### src/verilog/plsld_pkg.sv
// Package: constants and types for the dual synthesizer control block
// Summary of operation
// - Low power-save pin powers section down
// - Wake-up limits phase detector error output
// - Serial shifting continues during power saving
// - Powered-down section logic stops entirely
// - Powered-down section: detector high-Z, reports locked
// - Counters follow own pin; oscillator needs either
// - Shift one bit per serial clock rise
// - Lock high only if both locked/saving (with lds set the pin carries the selected test signal instead)
// - Error at upper threshold forces unlock
// - Three small-error comparisons needed for lock
// - Thresholds counted in reference oscillator periods
// - Correction pulses even at zero error
// - Two trailing control bits pick destination
package plsld_pkg;

  // ----------------------------------------
  // Pin synchroniser slots
  // ----------------------------------------
  localparam int PIN_COUNT = 8;
  localparam int PIN_PS_IF = 0;
  localparam int PIN_PS_RF = 1;
  localparam int PIN_SCLK = 2;
  localparam int PIN_SDATA = 3;
  localparam int PIN_LOAD = 4;
  localparam int PIN_OSC = 5;
  localparam int PIN_VCO_IF = 6;
  localparam int PIN_VCO_RF = 7;

  // ----------------------------------------
  // Serial word layout
  // ----------------------------------------
  localparam int WORD_BITS = 23;
  localparam int POS_SEL_A = 0;
  localparam int POS_SEL_B = 1;
  localparam int POS_REF_LO = 2;
  localparam int POS_TEST_LO = 16;
  localparam int POS_LDS = 2;
  localparam int POS_SW = 3;
  localparam int POS_FC = 4;
  localparam int POS_SWAL_LO = 5;
  localparam int POS_MAIN_LO = 12;
  localparam logic [1:0] DEST_IF_REF = 2'h0;
  localparam logic [1:0] DEST_RF_REF = 2'h1;
  localparam logic [1:0] DEST_IF_MAIN = 2'h2;
  localparam logic [1:0] DEST_RF_MAIN = 2'h3;

  // ----------------------------------------
  // Reset values
  // ----------------------------------------
  localparam logic [13:0] RESET_REF = 14'h0005;
  localparam logic [10:0] RESET_MAIN = 11'h005;
  localparam logic [6:0] RESET_SWAL = 7'h00;

  // ----------------------------------------
  // Timing
  // ----------------------------------------
  localparam int CLK_PERIOD_NS = 10;
  localparam int DZ_PULSE_NS = 20;
  localparam int DZ_PULSE_CYC = (DZ_PULSE_NS + CLK_PERIOD_NS - 1) / CLK_PERIOD_NS;
  localparam logic [2:0] UNLOCK_OSC = 3'h4;
  localparam logic [2:0] LOCK_OSC = 3'h3;
  localparam logic [1:0] LOCK_RUNS = 2'h3;

  // ----------------------------------------
  // Types
  // ----------------------------------------
  typedef struct packed {
    logic [13:0] ref_ratio;
    logic [10:0] main_ratio;
    logic [6:0] swallow;
    logic presc_sel;
    logic phase_pol;
  } plsld_cfg_type;

  typedef struct packed {
    logic up;
    logic dn;
  } plsld_pump_type;

endpackage

### src/verilog/plsld_section.sv
// One synthesizer section: dividers, phase detector, lock qualifier
`timescale 1ns/100ps
module plsld_section import plsld_pkg::*; (
  input wire logic clock,
  input wire logic reset_n,
  input wire logic enable,
  input wire logic osc_tick,
  input wire logic vco_tick,
  input wire plsld_cfg_type cfg,
  output plsld_pump_type pump,
  output logic reference_compare_freq,
  output logic divided_vco_freq,
  output logic modulus_ctrl,
  output logic drive_ok,
  output logic locked
);

  logic en_q, next_en_q;
  logic [13:0] ref_cnt, next_ref_cnt;
  logic [10:0] main_cnt, next_main_cnt;
  logic [7:0] hold_cnt, next_hold_cnt;
  logic [2:0] err_cnt, next_err_cnt;
  logic [1:0] good_cnt, next_good_cnt;
  plsld_pump_type next_pump;
  logic next_reference_compare_freq, next_divided_vco_freq, next_drive_ok, next_locked;
  logic wake, clr;

  // ----------------------------------------
  // Next state
  // ----------------------------------------
  always_comb begin
    wake = enable & ~en_q;
    next_en_q = enable;
    next_ref_cnt = ref_cnt;
    next_main_cnt = main_cnt;
    next_reference_compare_freq = 1'b0;
    next_divided_vco_freq = 1'b0;
    next_pump = pump;
    next_hold_cnt = 8'h00;
    next_err_cnt = err_cnt;
    next_good_cnt = good_cnt;
    next_drive_ok = drive_ok;
    next_locked = locked;
    clr = 1'b0;
    if (!enable || wake) begin
      // Both dividers restart together so the first edges line up
      next_ref_cnt = 14'h0000;
      next_main_cnt = 11'h000;
      next_pump = '0;
      next_err_cnt = 3'h0;
      next_good_cnt = 2'h0;
      next_drive_ok = 1'b0;
      next_locked = 1'b0;
    end else begin
      if (osc_tick) begin
        if (ref_cnt >= cfg.ref_ratio - 14'h0001) begin
          next_ref_cnt = 14'h0000;
          next_reference_compare_freq = 1'b1;
        end else begin
          next_ref_cnt = ref_cnt + 14'h0001;
        end
      end
      if (vco_tick) begin
        if (main_cnt >= cfg.main_ratio - 11'h001) begin
          next_main_cnt = 11'h000;
          next_divided_vco_freq = 1'b1;
        end else begin
          next_main_cnt = main_cnt + 11'h001;
        end
      end
      if (reference_compare_freq) next_pump.up = 1'b1;
      if (divided_vco_freq) next_pump.dn = 1'b1;
      // Both sides stay on a little while, so zero error still pumps
      if (pump.up && pump.dn) begin
        if (hold_cnt >= 8'(DZ_PULSE_CYC - 1)) begin
          clr = 1'b1;
          next_pump = '0;
        end else begin
          next_hold_cnt = hold_cnt + 8'h01;
        end
      end
      if (osc_tick && (pump.up ^ pump.dn) && err_cnt != 3'h7) begin
        next_err_cnt = err_cnt + 3'h1;
      end
      if (err_cnt >= UNLOCK_OSC) begin
        next_locked = 1'b0;
        next_good_cnt = 2'h0;
      end
      if (clr) begin
        next_err_cnt = 3'h0;
        next_drive_ok = 1'b1; // First full comparison ends wake-up clamp
        if (err_cnt <= LOCK_OSC) begin
          if (good_cnt != LOCK_RUNS) next_good_cnt = good_cnt + 2'h1;
          if (good_cnt >= LOCK_RUNS - 2'h1) next_locked = 1'b1;
        end else begin
          next_good_cnt = 2'h0;
        end
      end
    end
  end

  always_comb modulus_ctrl = enable & (main_cnt < {4'h0, cfg.swallow});

  // ----------------------------------------
  // Registers
  // ----------------------------------------
  always_ff @(posedge clock or negedge reset_n) begin
    if (!reset_n) begin
      en_q <= 1'b0;
      ref_cnt <= 14'h0000;
      main_cnt <= 11'h000;
      hold_cnt <= 8'h00;
      err_cnt <= 3'h0;
      good_cnt <= 2'h0;
      pump <= '0;
      reference_compare_freq <= 1'b0;
      divided_vco_freq <= 1'b0;
      drive_ok <= 1'b0;
      locked <= 1'b0;
    end else begin
      en_q <= next_en_q;
      ref_cnt <= next_ref_cnt;
      main_cnt <= next_main_cnt;
      hold_cnt <= next_hold_cnt;
      err_cnt <= next_err_cnt;
      good_cnt <= next_good_cnt;
      pump <= next_pump;
      reference_compare_freq <= next_reference_compare_freq;
      divided_vco_freq <= next_divided_vco_freq;
      drive_ok <= next_drive_ok;
      locked <= next_locked;
    end
  end

endmodule

### src/verilog/plsld_top.sv
// Top of the dual synthesizer control: pins, serial load, power save, lock output
`timescale 1ns/100ps
module plsld_top import plsld_pkg::*; (
  input wire logic clock,
  input wire logic reset_n,
  input wire logic if_power_save_n,
  input wire logic rf_power_save_n,
  input wire logic ref_osc_input,
  input wire logic if_divided_vco_freq,
  input wire logic rf_divided_vco_freq,
  input wire logic serial_clock,
  input wire logic serial_data,
  input wire logic load_strobe,
  output logic if_pd_out,
  output logic if_pd_oe,
  output logic rf_pd_out,
  output logic rf_pd_oe,
  output plsld_pump_type if_pump,
  output plsld_pump_type rf_pump,
  output logic if_modulus_ctrl,
  output logic rf_modulus_ctrl,
  output logic if_presc_sel,
  output logic rf_presc_sel,
  output logic lock_detect_out,
  output logic osc_buffer_on,
  output logic if_counters_on,
  output logic rf_counters_on
);

  // ----------------------------------------
  // Pin synchronisers
  // ----------------------------------------
  logic [PIN_COUNT-1:0] pin_raw, pin_s1, pin_s2, pin_s3, pin_f, pin_d;
  logic [PIN_COUNT-1:0] next_pin_f, pin_rise;

  assign pin_raw = {rf_divided_vco_freq, if_divided_vco_freq, ref_osc_input, load_strobe,
                    serial_data, serial_clock, rf_power_save_n, if_power_save_n};

  genvar gi;
  generate
    for (gi = 0; gi < PIN_COUNT; gi++) begin : g_sync
      // A level counts only once stages two and three agree, which rejects runt glitches
      always_comb next_pin_f[gi] = (pin_s2[gi] == pin_s3[gi]) ? pin_s3[gi] : pin_f[gi];
    end
  endgenerate

  always_ff @(posedge clock or negedge reset_n) begin
    if (!reset_n) begin
      pin_s1 <= '0;
      pin_s2 <= '0;
      pin_s3 <= '0;
      pin_f <= '0;
      pin_d <= '0;
    end else begin
      pin_s1 <= pin_raw;
      pin_s2 <= pin_s1;
      pin_s3 <= pin_s2;
      pin_f <= next_pin_f;
      pin_d <= pin_f;
    end
  end

  assign pin_rise = pin_f & ~pin_d;

  // ----------------------------------------
  // Power control
  // ----------------------------------------
  logic if_on, rf_on, osc_tick;

  always_comb begin
    if_on = pin_f[PIN_PS_IF];
    rf_on = pin_f[PIN_PS_RF];
    // Oscillator buffer idles only with both sections asleep
    osc_tick = pin_rise[PIN_OSC] & (if_on | rf_on);
  end

  // ----------------------------------------
  // Serial shift and load
  // ----------------------------------------
  logic [WORD_BITS-1:0] shreg, next_shreg;
  plsld_cfg_type if_cfg, rf_cfg, next_if_cfg, next_rf_cfg;
  logic lds, next_lds;
  logic [1:0] test_sel, next_test_sel;

  function automatic logic [1:0] dest_of(input logic [WORD_BITS-1:0] w);
    dest_of = {w[POS_SEL_B], w[POS_SEL_A]};
  endfunction

  function automatic plsld_cfg_type load_main(input plsld_cfg_type c,
                                             input logic [WORD_BITS-1:0] w);
    load_main = c;
    load_main.presc_sel = w[POS_SW];
    load_main.phase_pol = w[POS_FC];
    load_main.swallow = w[POS_SWAL_LO +: 7];
    load_main.main_ratio = w[POS_MAIN_LO +: 11];
  endfunction

  always_comb begin
    next_shreg = shreg;
    next_if_cfg = if_cfg;
    next_rf_cfg = rf_cfg;
    next_lds = lds;
    next_test_sel = test_sel;
    // Shifting ignores power state, so words can be set up while asleep
    if (pin_rise[PIN_SCLK]) begin
      // Newest bit enters at the bottom; the word arrives top bit first
      next_shreg = {shreg[WORD_BITS-2:0], pin_f[PIN_SDATA]};
    end
    // Divider settings change only on the strobe, never mid-shift
    if (pin_rise[PIN_LOAD]) begin
      case (dest_of(shreg))
        DEST_IF_REF: begin
          next_if_cfg.ref_ratio = shreg[POS_REF_LO +: 14];
          next_test_sel = shreg[POS_TEST_LO +: 2];
        end
        DEST_RF_REF: begin
          next_rf_cfg.ref_ratio = shreg[POS_REF_LO +: 14];
          next_test_sel = shreg[POS_TEST_LO +: 2];
        end
        DEST_IF_MAIN: begin
          next_if_cfg = load_main(if_cfg, shreg);
          next_lds = shreg[POS_LDS];
        end
        DEST_RF_MAIN: begin
          next_rf_cfg = load_main(rf_cfg, shreg);
          next_lds = shreg[POS_LDS];
        end
        default: begin
          next_lds = lds;
        end
      endcase
    end
  end

  always_ff @(posedge clock or negedge reset_n) begin
    if (!reset_n) begin
      shreg <= '0;
      if_cfg <= '{RESET_REF, RESET_MAIN, RESET_SWAL, 1'b0, 1'b0};
      rf_cfg <= '{RESET_REF, RESET_MAIN, RESET_SWAL, 1'b0, 1'b0};
      lds <= 1'b0;
      test_sel <= 2'h0;
    end else begin
      shreg <= next_shreg;
      if_cfg <= next_if_cfg;
      rf_cfg <= next_rf_cfg;
      lds <= next_lds;
      test_sel <= next_test_sel;
    end
  end

  // ----------------------------------------
  // Sections
  // ----------------------------------------
  logic if_ref_cmp, if_vco_cmp, if_ok, if_locked, rf_ref_cmp, rf_vco_cmp, rf_ok, rf_locked;

  plsld_section u_if (
    .clock(clock),
    .reset_n(reset_n),
    .enable(if_on),
    .osc_tick(osc_tick),
    .vco_tick(pin_rise[PIN_VCO_IF] & if_on),
    .cfg(if_cfg),
    .pump(if_pump),
    .reference_compare_freq(if_ref_cmp),
    .divided_vco_freq(if_vco_cmp),
    .modulus_ctrl(if_modulus_ctrl),
    .drive_ok(if_ok),
    .locked(if_locked)
  );

  plsld_section u_rf (
    .clock(clock),
    .reset_n(reset_n),
    .enable(rf_on),
    .osc_tick(osc_tick),
    .vco_tick(pin_rise[PIN_VCO_RF] & rf_on),
    .cfg(rf_cfg),
    .pump(rf_pump),
    .reference_compare_freq(rf_ref_cmp),
    .divided_vco_freq(rf_vco_cmp),
    .modulus_ctrl(rf_modulus_ctrl),
    .drive_ok(rf_ok),
    .locked(rf_locked)
  );

  // ----------------------------------------
  // Detector pins and lock output
  // ----------------------------------------
  logic next_if_pd_out, next_if_pd_oe, next_rf_pd_out, next_rf_pd_oe;
  logic next_lock, next_osc_on, test_sig;

  always_comb begin
    // Drive only with one side active; asleep or waking leaves the pin floating
    next_if_pd_oe = if_on & if_ok & (if_pump.up ^ if_pump.dn);
    next_if_pd_out = ~(if_pump.up ^ if_cfg.phase_pol);
    next_rf_pd_oe = rf_on & rf_ok & (rf_pump.up ^ rf_pump.dn);
    next_rf_pd_out = ~(rf_pump.up ^ rf_cfg.phase_pol);
    case (test_sel)
      2'h0: test_sig = if_ref_cmp;
      2'h1: test_sig = rf_ref_cmp;
      2'h2: test_sig = if_vco_cmp;
      2'h3: test_sig = rf_vco_cmp;
      default: test_sig = 1'b0;
    endcase
    // With lds clear a sleeping section reads as locked and any unlocked one pulls low; with lds set the pin carries test_sig
    next_lock = lds ? test_sig : ((if_locked | ~if_on) & (rf_locked | ~rf_on));
    next_osc_on = if_on | rf_on;
  end

  always_ff @(posedge clock or negedge reset_n) begin
    if (!reset_n) begin
      if_pd_out <= 1'b0;
      if_pd_oe <= 1'b0;
      rf_pd_out <= 1'b0;
      rf_pd_oe <= 1'b0;
      lock_detect_out <= 1'b0;
      osc_buffer_on <= 1'b0;
      if_counters_on <= 1'b0;
      rf_counters_on <= 1'b0;
      if_presc_sel <= 1'b0;
      rf_presc_sel <= 1'b0;
    end else begin
      if_pd_out <= next_if_pd_out;
      if_pd_oe <= next_if_pd_oe;
      rf_pd_out <= next_rf_pd_out;
      rf_pd_oe <= next_rf_pd_oe;
      lock_detect_out <= next_lock;
      osc_buffer_on <= next_osc_on;
      if_counters_on <= if_on;
      rf_counters_on <= rf_on;
      if_presc_sel <= if_cfg.presc_sel;
      rf_presc_sel <= rf_cfg.presc_sel;
    end
  end

endmodule
### config.mk
export PLATFORM = sky130hd
export DESIGN_NAME = plsld_top
export DESIGN_NICKNAME = d
export VERILOG_FILES = /design/src/verilog/plsld_pkg.sv /design/src/verilog/plsld_section.sv /design/src/verilog/plsld_top.sv
export SDC_FILE = /design/constraint.sdc
export NUM_CORES = 1
export LEC_CHECK = 0
export BUFFER_PORTS_ARGS = -buffer_cell sky130_fd_sc_hd__buf_4
export CORE_MARGIN = 1
export CORE_UTILIZATION = 40
export DETAILED_ROUTE_END_ITERATION = 7
export PLACE_DENSITY = 0.68
export SLEW_MARGIN = 30
export SYNTH_ARGS = -nofsm -noshare
export SYNTH_HDL_FRONTEND = slang
export SYNTH_SLANG_ARGS = --single-unit
export TNS_END_PERCENT = 20
### constraint.sdc
create_clock -name clock -period 3.01 [get_ports clock]
set_clock_uncertainty 0.1 [all_clocks]
set_input_delay 0.602 -clock clock [delete_from_list [all_inputs] [get_ports clock]]
set_output_delay 0.602 -clock clock [all_outputs]
set_load 0.03 [all_outputs]
==> reports/metrics.yaml, run 1 <==
status:
  violations: "negative setup slack"
  outcome: "complete, but fails checks"
critical_path:
  slowest_stage: "or4_4"
  startpoint_type: "flip-flop"
  crit_buf_inv: 1
  crit_fanout: 9
  critPathCaptureType: "flip-flop"
  crit_arrival_ns: 3.64
  cp_slowest_stage_delay_ns: 0.55
  crit_chain: "or4_4, or4b_4, nor3_4, xnor2_1, ha_1, a211oi_2, nor2_1, nor3_2, nand4b_1, buf_6, nor3b_1, a21o_1"
  cp.required_ns: 3.38
  crit_type: "reg2reg"
  path_delay_family: "simple AND/OR/NAND/NOR gates"
yosys:
  synth_top_family_by_area: "simple AND/OR/NAND/NOR gates"
  synth_top_cell_by_area: "dfrtp_1"
  syn_area_per_cell_sq_um: 11.2
  synth_xor_area_share_pct: 5.64
  ys.flop_type: "dfrtp_1"
  yosysTopAreaCellShare_pct: 49.4
  synthSimpleGateAreaFrac_pct: 14.9
  synthDistinctLibCells: 54
  syn_inst: 999
  synth_common_cells: "221 x dfrtp_1, 93 x nor2_1, 88 x ha_1"
  ys_seq_area_share_pct: 51.3
  synth_compound_area_share_pct: 6.61
  synth_edf_count: 0
  synthAdderAreaFrac_pct: 10.6
  synthMuxAreaShare_pct: 8.83
  yosysWarningCount: 0
  synth.area.top_cells: "dfrtp_1 49%, ha_1 9.8%, mux2_2 8.5%"
  synth_area_sq_um: 11200
  async_flop_share_pct: 100
  yosys_register_bits: 229
  synth_most_common_cell: "dfrtp_1"
timing:
  clock.fmax_mhz: 306
  min_period_over_period_pct: 109
  fin_crit_ns: 3.27
  rsz0062_at_grt: "yes"
  worst_pin_slew_ns: 0.749
  fin_setup_tns_ns: -2.67
  maxSlewHeadroom_pct: 50.0
  final_max_slew_viol_count: 0
  setup_ws_ns: -0.262
  hold_ws_ns: 0.0786
  finalHoldViolCount: 0
  setup_viol: 15
clocking:
  clk_latency_ns: 0.53
  clkSlewWorstSetupHoldPaths_ns: 0.06
  clock-sinks: 229
  htree_num_levels: 1
  root_buffer: "clkbuf_16"
  numCtsBuffers: 25
  clk_path_buf_depth: 3
  cts_tree: "done"
power:
  power_mw: 10.1
  ir_worst_vdd_mv: 0.433
  total_leakage_power_nw: 6.09
  power_density_nw_per_um2: 767
final_layout:
  diodes: 0
  final_cells: 1475
  final_util_pct: 48.4
  drive_gt1_share_pct: 21.0
  n_fill_cell: 2458
  final_nets: 1182
  fin_area_sq_um: 13100
  syn_to_final_growth_pct: 17.5
routing:
  drtIter0Drc: 494
  drc: 0
  vias: 7571
  routed_wl_mm: 22.6
  firstDrtPassIters: 5
  viasPerCell: 5.13
  routedWlPerCell_um: 15.3
  drtAntennaViolNets: 0
placed_design:
  placed_cells: 1426
  portBuffers: 25
  gp_congestion: 0.788
  pre_cts_slack_ns: -0.260
  dpl-instance-area_sq_um: 12200
  dp_hpwl_mm: 16.0
die:
  start_util_pct: 41.2
  ios: 26
  die_h_um: 169
  num_rows: 60
  core_area_sq_um: 27200
  fp.dieW_um: 169
  dieArea_sq_um: 28600
grt:
  antenna_found_initial: 0
  grt_overflow: 0
  grt_pass1_wl_mm: 37.8
  grt_usage_pct: 16.2
  grt_pass1_vias: 7545
  grt_max_degree: 71
flow_run:
  drv_cap: 0
hold_path:
  min_path_type: "in2reg"
[worst paths after layout]
kind / startpoint / endpoint / slack (ns) / cells after the start
worst min-delay path: rf_divided_vco_freq / pin_s1[7] / 0.08 / 1
min in group asynchronous: reset_n / u_rf.main_cnt[4] / 0.46 / 2
worst min register to register: pin_s1[2] / pin_s2[2] / 0.24 / 0
worst max-delay path: if_cfg[23] / u_if.ref_cnt[11] / -0.26 / 12
max in group asynchronous: reset_n / if_cfg[20] / 1.63 / 3
worst max register to register: if_cfg[23] / u_if.ref_cnt[11] / -0.26 / 12
[report_power, final]
group	switching (mW)	total (mW)	internal, mW	leakage [nW]
Combinational	1.43	2.89	1.46	2.70
Sequential	0.500	4.06	3.56	2.98
Clock	1.26	3.14	1.89	0.413
[repair_timing]
action                                 4_1_cts  5_1_grt
hold buffers                                 1        0
endpoints found under the hold margin       41        0
setup buffers                                1        0
setup endpoints to repair                   30       42
pin swaps                                    2       15
resized for setup                           15       15
[registers in the layout, indices dropped and copies added (netlist names), 2 cells and up]
name,flops
u_rf.ref_cnt,14
pin_f,8
u_if.main_cnt,11
u_rf.hold_cnt,8
test_sel,2
pin_s3,8
u_if.err_cnt,3
if_cfg,34
shreg,23
u_rf.good_cnt,2
u_if.pump,2
u_rf.pump,2
pin_d,7
u_rf.main_cnt,11
u_if.hold_cnt,8
u_if.ref_cnt,14
u_rf.err_cnt,3
u_if.good_cnt,2
rf_cfg,34
pin_s1,8
pin_s2,8
[final cells by class]
class,instances,area (sq um),area share [%]
Multi-Input combinational cell,717,5360,40.8
Inverter,45,169,1.28
Tap cell,372,465,3.54
Timing Repair Buffer,66,558,4.24
Clock inverter,13,155,1.18
Sequential cell,229,5740,43.7
Clock buffer,33,696,5.29
[cell families (layout without fill, tap and decap cells)]
kind of cell / after synthesis / in the layout
simple gates: 332 / 332
flops: 229 / 229
compound gates: 120 / 120
fa+ha+maj: 96 / 96
mux: 87 / 87
xor+xnor: 72 / 72
buf+inv: 62 / 157
other cells: 1 / 10
[layout by cell type, fill, tap and decap left out, types with 5 or more instances in the layout]
master       n
a211oi_1     6
a21o_1      11
a21oi_1     34
a31oi_1      7
and2_1      10
and3_1      15
and4_1       6
buf_4       57
clkbuf_16   25
clkinv_2     5
conb_1      10
dfrtp_1    219
dfstp_2      8
ha_1        87
inv_1       45
maj3_1       8
mux2_2      84
nand2_1     79
nand2b_1    12
nand3_1     27
nand3b_1     5
nand4_1     16
nor2_1      89
nor2b_1      6
nor3_1      14
nor3b_1      5
nor4_1       9
o21ai_0     32
or3_1        6
or4_1        5
xnor2_1     40
xor2_1      32
[routing by layer]
metal / up-vias / global-route usage [%] / share of wire, %
met2: 114 / 25.9 / 46
met1: 3731 / 23.0 / 49
met4: 0 / 4.19 / 2.1
met3: 33 / 2.43 / 3.1
met5: - / 0 / 0
li1: 3693 / - / -
(Power assumes the default switching activity.)
==> run 2, diff against run 1 <==
--- a/config.mk
+++ b/config.mk
@@ -13,5 +13,6 @@
 export SLEW_MARGIN = 30
 export SYNTH_ARGS = -nofsm -noshare
 export SYNTH_HDL_FRONTEND = slang
+export SYNTH_HIERARCHICAL = 1
 export SYNTH_SLANG_ARGS = --single-unit
 export TNS_END_PERCENT = 20
==> reports/metrics.yaml, run 2 <==
clocking:
  cts_tree: "done"
  clkSlewWorstSetupHoldPaths_ns: 0.06  # about the same
  clk_latency_ns: 0.52  # about the same
  numCtsBuffers: 24  # -4.0%
  root_buffer: "clkbuf_16"
  htree_num_levels: 1  # unchanged
  clock-sinks: 231  # +0.87%
  clk_path_buf_depth: 3  # unchanged
timing:
  final_max_slew_viol_count: 0  # unchanged
  worst_pin_slew_ns: 0.865  # +0.117 ns
  finalHoldViolCount: 0  # unchanged
  min_period_over_period_pct: 102  # -6.7 points
  hold_ws_ns: 0.0829  # +0.00436 ns
  clock.fmax_mhz: 326  # +6.6%
  fin_setup_tns_ns: -0.381  # +2.29 ns
  maxSlewHeadroom_pct: 42.3  # -7.7 points
  setup_viol: 11  # -4
  fin_crit_ns: 3.07  # -0.203 ns
  setup_ws_ns: -0.0589  # +0.203 ns
  rsz0062_at_grt: "yes"
grt:
  grt_pass1_vias: 7444  # -1.3%
  grt_pass1_wl_mm: 37.7  # -0.20%
  grt_overflow: 0  # unchanged
  grt_usage_pct: 15.9  # -0.34 points
  grt_max_degree: 65  # -8.5%
  antenna_found_initial: 0  # unchanged
power:
  ir_worst_vdd_mv: 0.463  # +7.0%
  clock_power_share_pct: 30.5  # -0.7 points
  p_sw_share_pct: 31.6  # about the same
  total_leakage_power_nw: 6.13  # +0.66%
  power_density_nw_per_um2: 769  # +0.26%
  p_int_mw: 7.07  # +2.4%
  power_mw: 10.3  # +2.4%
  pwr-share-seq_pct: 39.7  # -0.5 points
  p_switching_mw: 3.27  # +2.5%
  p_comb_share_pct: 29.7  # +1.1 points
die:
  fp.dieW_um: 172  # +1.4%
  core_area_sq_um: 28100  # +3.4%
  num_rows: 61  # +1.7%
  die_h_um: 172  # +1.4%
  dieArea_sq_um: 29500  # +2.9%
  start_util_pct: 41.0  # -0.17 points
  ios: 26  # unchanged
placed_design:
  portBuffers: 25  # unchanged
  gp_congestion: 0.837  # +6.2%
  dpl-instance-area_sq_um: 12300  # +1.6%
  dp_hpwl_mm: 15.7  # -1.9%
yosys:
  ys.flop_type: "dfrtp_1"
  yosys_register_bits: 231  # +0.87%
  synth_edf_count: 0  # unchanged
  ys_seq_area_share_pct: 50.3  # -1.0 points
  synth_area_sq_um: 11500  # +2.9%
  synth_common_cells: "223 x dfrtp_1, 101 x nor2_1, 88 x ha_1"
  yosysWarningCount: 6  # +6
  synthDistinctLibCells: 72  # +33%
  async_flop_share_pct: 100  # unchanged
  synth_most_common_cell: "dfrtp_1"
  syn_area_per_cell_sq_um: 11.5  # +2.4%
  synth_top_cell_by_area: "dfrtp_1"
  synth.area.top_cells: "dfrtp_1 48%, ha_1 9.6%, mux2_2 7.3%"
  syn_inst: 1004  # +0.50%
  yosysTopAreaCellShare_pct: 48.5  # -0.97 points
routing:
  drtIter0Drc: 422  # -15%
  routed_wl_mm: 22.5  # -0.42%
  dr_wl_met2_mm: 10.9  # +5.5%
  firstDrtPassIters: 5  # unchanged
  highest-signal-layer: "met4"
  viasPerCell: 5.12  # -0.27%
  drtAntennaViolNets: 0  # unchanged
  vias: 7556  # -0.20%
  drc: 0  # unchanged
  routedWlPerCell_um: 15.3  # -0.49%
  met3_length_um: 732  # +5.8%
  met1_length_mm: 10.5  # -5.8%
critical_path:
  slowest_stage: "or4_4"
  crit_fanout: 9  # unchanged
  crit_chain: "or4_4, nor4_4, xnor2_1, ha_1, nand4_1, nor2_2, nand3_1, o21a_1, buf_12, o21ai_4, nor2_1"
  startpoint_type: "flip-flop"
  critPathCaptureType: "flip-flop"
  cp.required_ns: 3.30  # -0.08 ns
  crit_type: "reg2reg"
  crit_arrival_ns: 3.36  # -0.28 ns
  cp_slowest_stage_delay_ns: 0.59  # +0.04 ns
final_layout:
  layout_commonest_cell: "dfrtp_1"
  n_fill_cell: 2513  # +2.2%
  final_util_pct: 47.8  # -0.54 points
  diodes: 0  # unchanged
  drive_gt1_share_pct: 23.1  # +2.1 points
  mostFrequentLayoutCells: "222 x dfrtp_1, 96 x nor2_1, 86 x ha_1"
  seqCellArea_sq_um: 5790  # +0.85%
  fin_area_sq_um: 13400  # +2.2%
  final_nets: 1178  # -0.34%
  syn_to_final_growth_pct: 16.7
  multi_input_area_sq_um: 5600  # +4.5%
  top_regs: "if_cfg x34, rf_cfg x34, shreg x23"
status:
  outcome: "complete, but fails checks"
  violations: "negative setup slack"
flow_run:
  drv_cap: 0  # unchanged
hold_path:
  min_path_type: "in2reg"
-- run 2: changes by cell type after synthesis, sizes merged, moves of 4 or more --
cell,change
a31oi,+4
xnor2,+6
nor2,+8
and2,-5
nor3b,+4
and4,-5
a21o,-5
o21ai,-11
mux2,+11
nand2b,-5
nor3,+11
buf,+6
-- run 2: layout make-up --
class,instances,area share (%)
Clock buffer,33,5.33
Clock inverter,11,1.09
Inverter,46,1.29
Multi-Input combinational cell,716,41.7
Sequential cell,231,43.1
Tap cell,378,3.52
Timing Repair Buffer,61,3.97
-- run 2: worst paths after layout --
check                      slack, ns            start  cells after the start                to
hold / removal                  0.08  rf_power_save_n                      1         pin_s1[1]
setup / recovery               -0.06       if_cfg[29]                     11   u_if/ref_cnt[9]
min in group asynchronous       0.47          reset_n                      2         pin_s1[1]
setup reg to reg               -0.06       if_cfg[29]                     11   u_if/ref_cnt[9]
max in group asynchronous       1.55          reset_n                      3  u_rf/ref_cnt[12]
hold reg to reg                 0.25        pin_s1[1]                      0         pin_s2[1]
-- run 2: repair_timing --
action	4_1_cts	5_1_grt
hold endpoints to repair	43	0
hold buffers	1	0
cloned	0	1
pin swaps	14	32
setup buffers	2	4
gates resized for setup	12	22
setup endpoints to repair	27	44
-- run 2: power by group through the flow --
stage / combinational, mW / clock, mW / sequential (mW)
after floorplan: 2.09 / 0 / 4.04
after global placement: 2.74 / 0 / 4.13
after detailed placement: 2.83 / 0 / 4.15
after CTS: 2.94 / 3.24 / 4.11
after global routing: 3.41 / 3.37 / 4.17
final: 3.08 / 3.16 / 4.11
-- run 2: through the flow --
stage                     cells  setup slack [ns]
after floorplan            1012           0.00502
after CTS                  1471           -0.0868
after global placement     1423           -0.0102
final                      1476           -0.0589
after global routing       1476            -0.192
after detailed placement   1424            -0.126
-- run 2: cell families (layout without fill, tap and decap cells) --
logic type / Yosys count / count (layout) / share of synthesized area (%)
and+or+nand+nor: 332 / 332 / 14.8
DFF: 231 / 231 / 50.3
AOI/OAI and AO/OA: 102 / 103 / 5.64
muxes: 100 / 100 / 10.5
adders and majority gates: 96 / 96 / 10.3
xor gates and xnor gates: 75 / 75 / 5.70
buffers and inverters: 66 / 151 / 2.76
other: 2 / 10 / 0.0652
-- run 2: metal layers --
metal,track usage (%),vias to the layer above
li1,-,3671
met1,21.3,3756
met2,26.9,90
met3,2.19,39
met4,3.88,0
met5,0,-
-- run 2: critical path: cells and delay by family (launching register included) --
family	cells	cell delay, ns
AO/OA/AOI/OAI	2	0.44
buffers and inverters	1	0.14
XOR/XNOR	1	0.10
AND/OR/NAND/NOR	6	1.38
adder cells (fa/ha/maj)	1	0.32
flip-flops	1	0.45
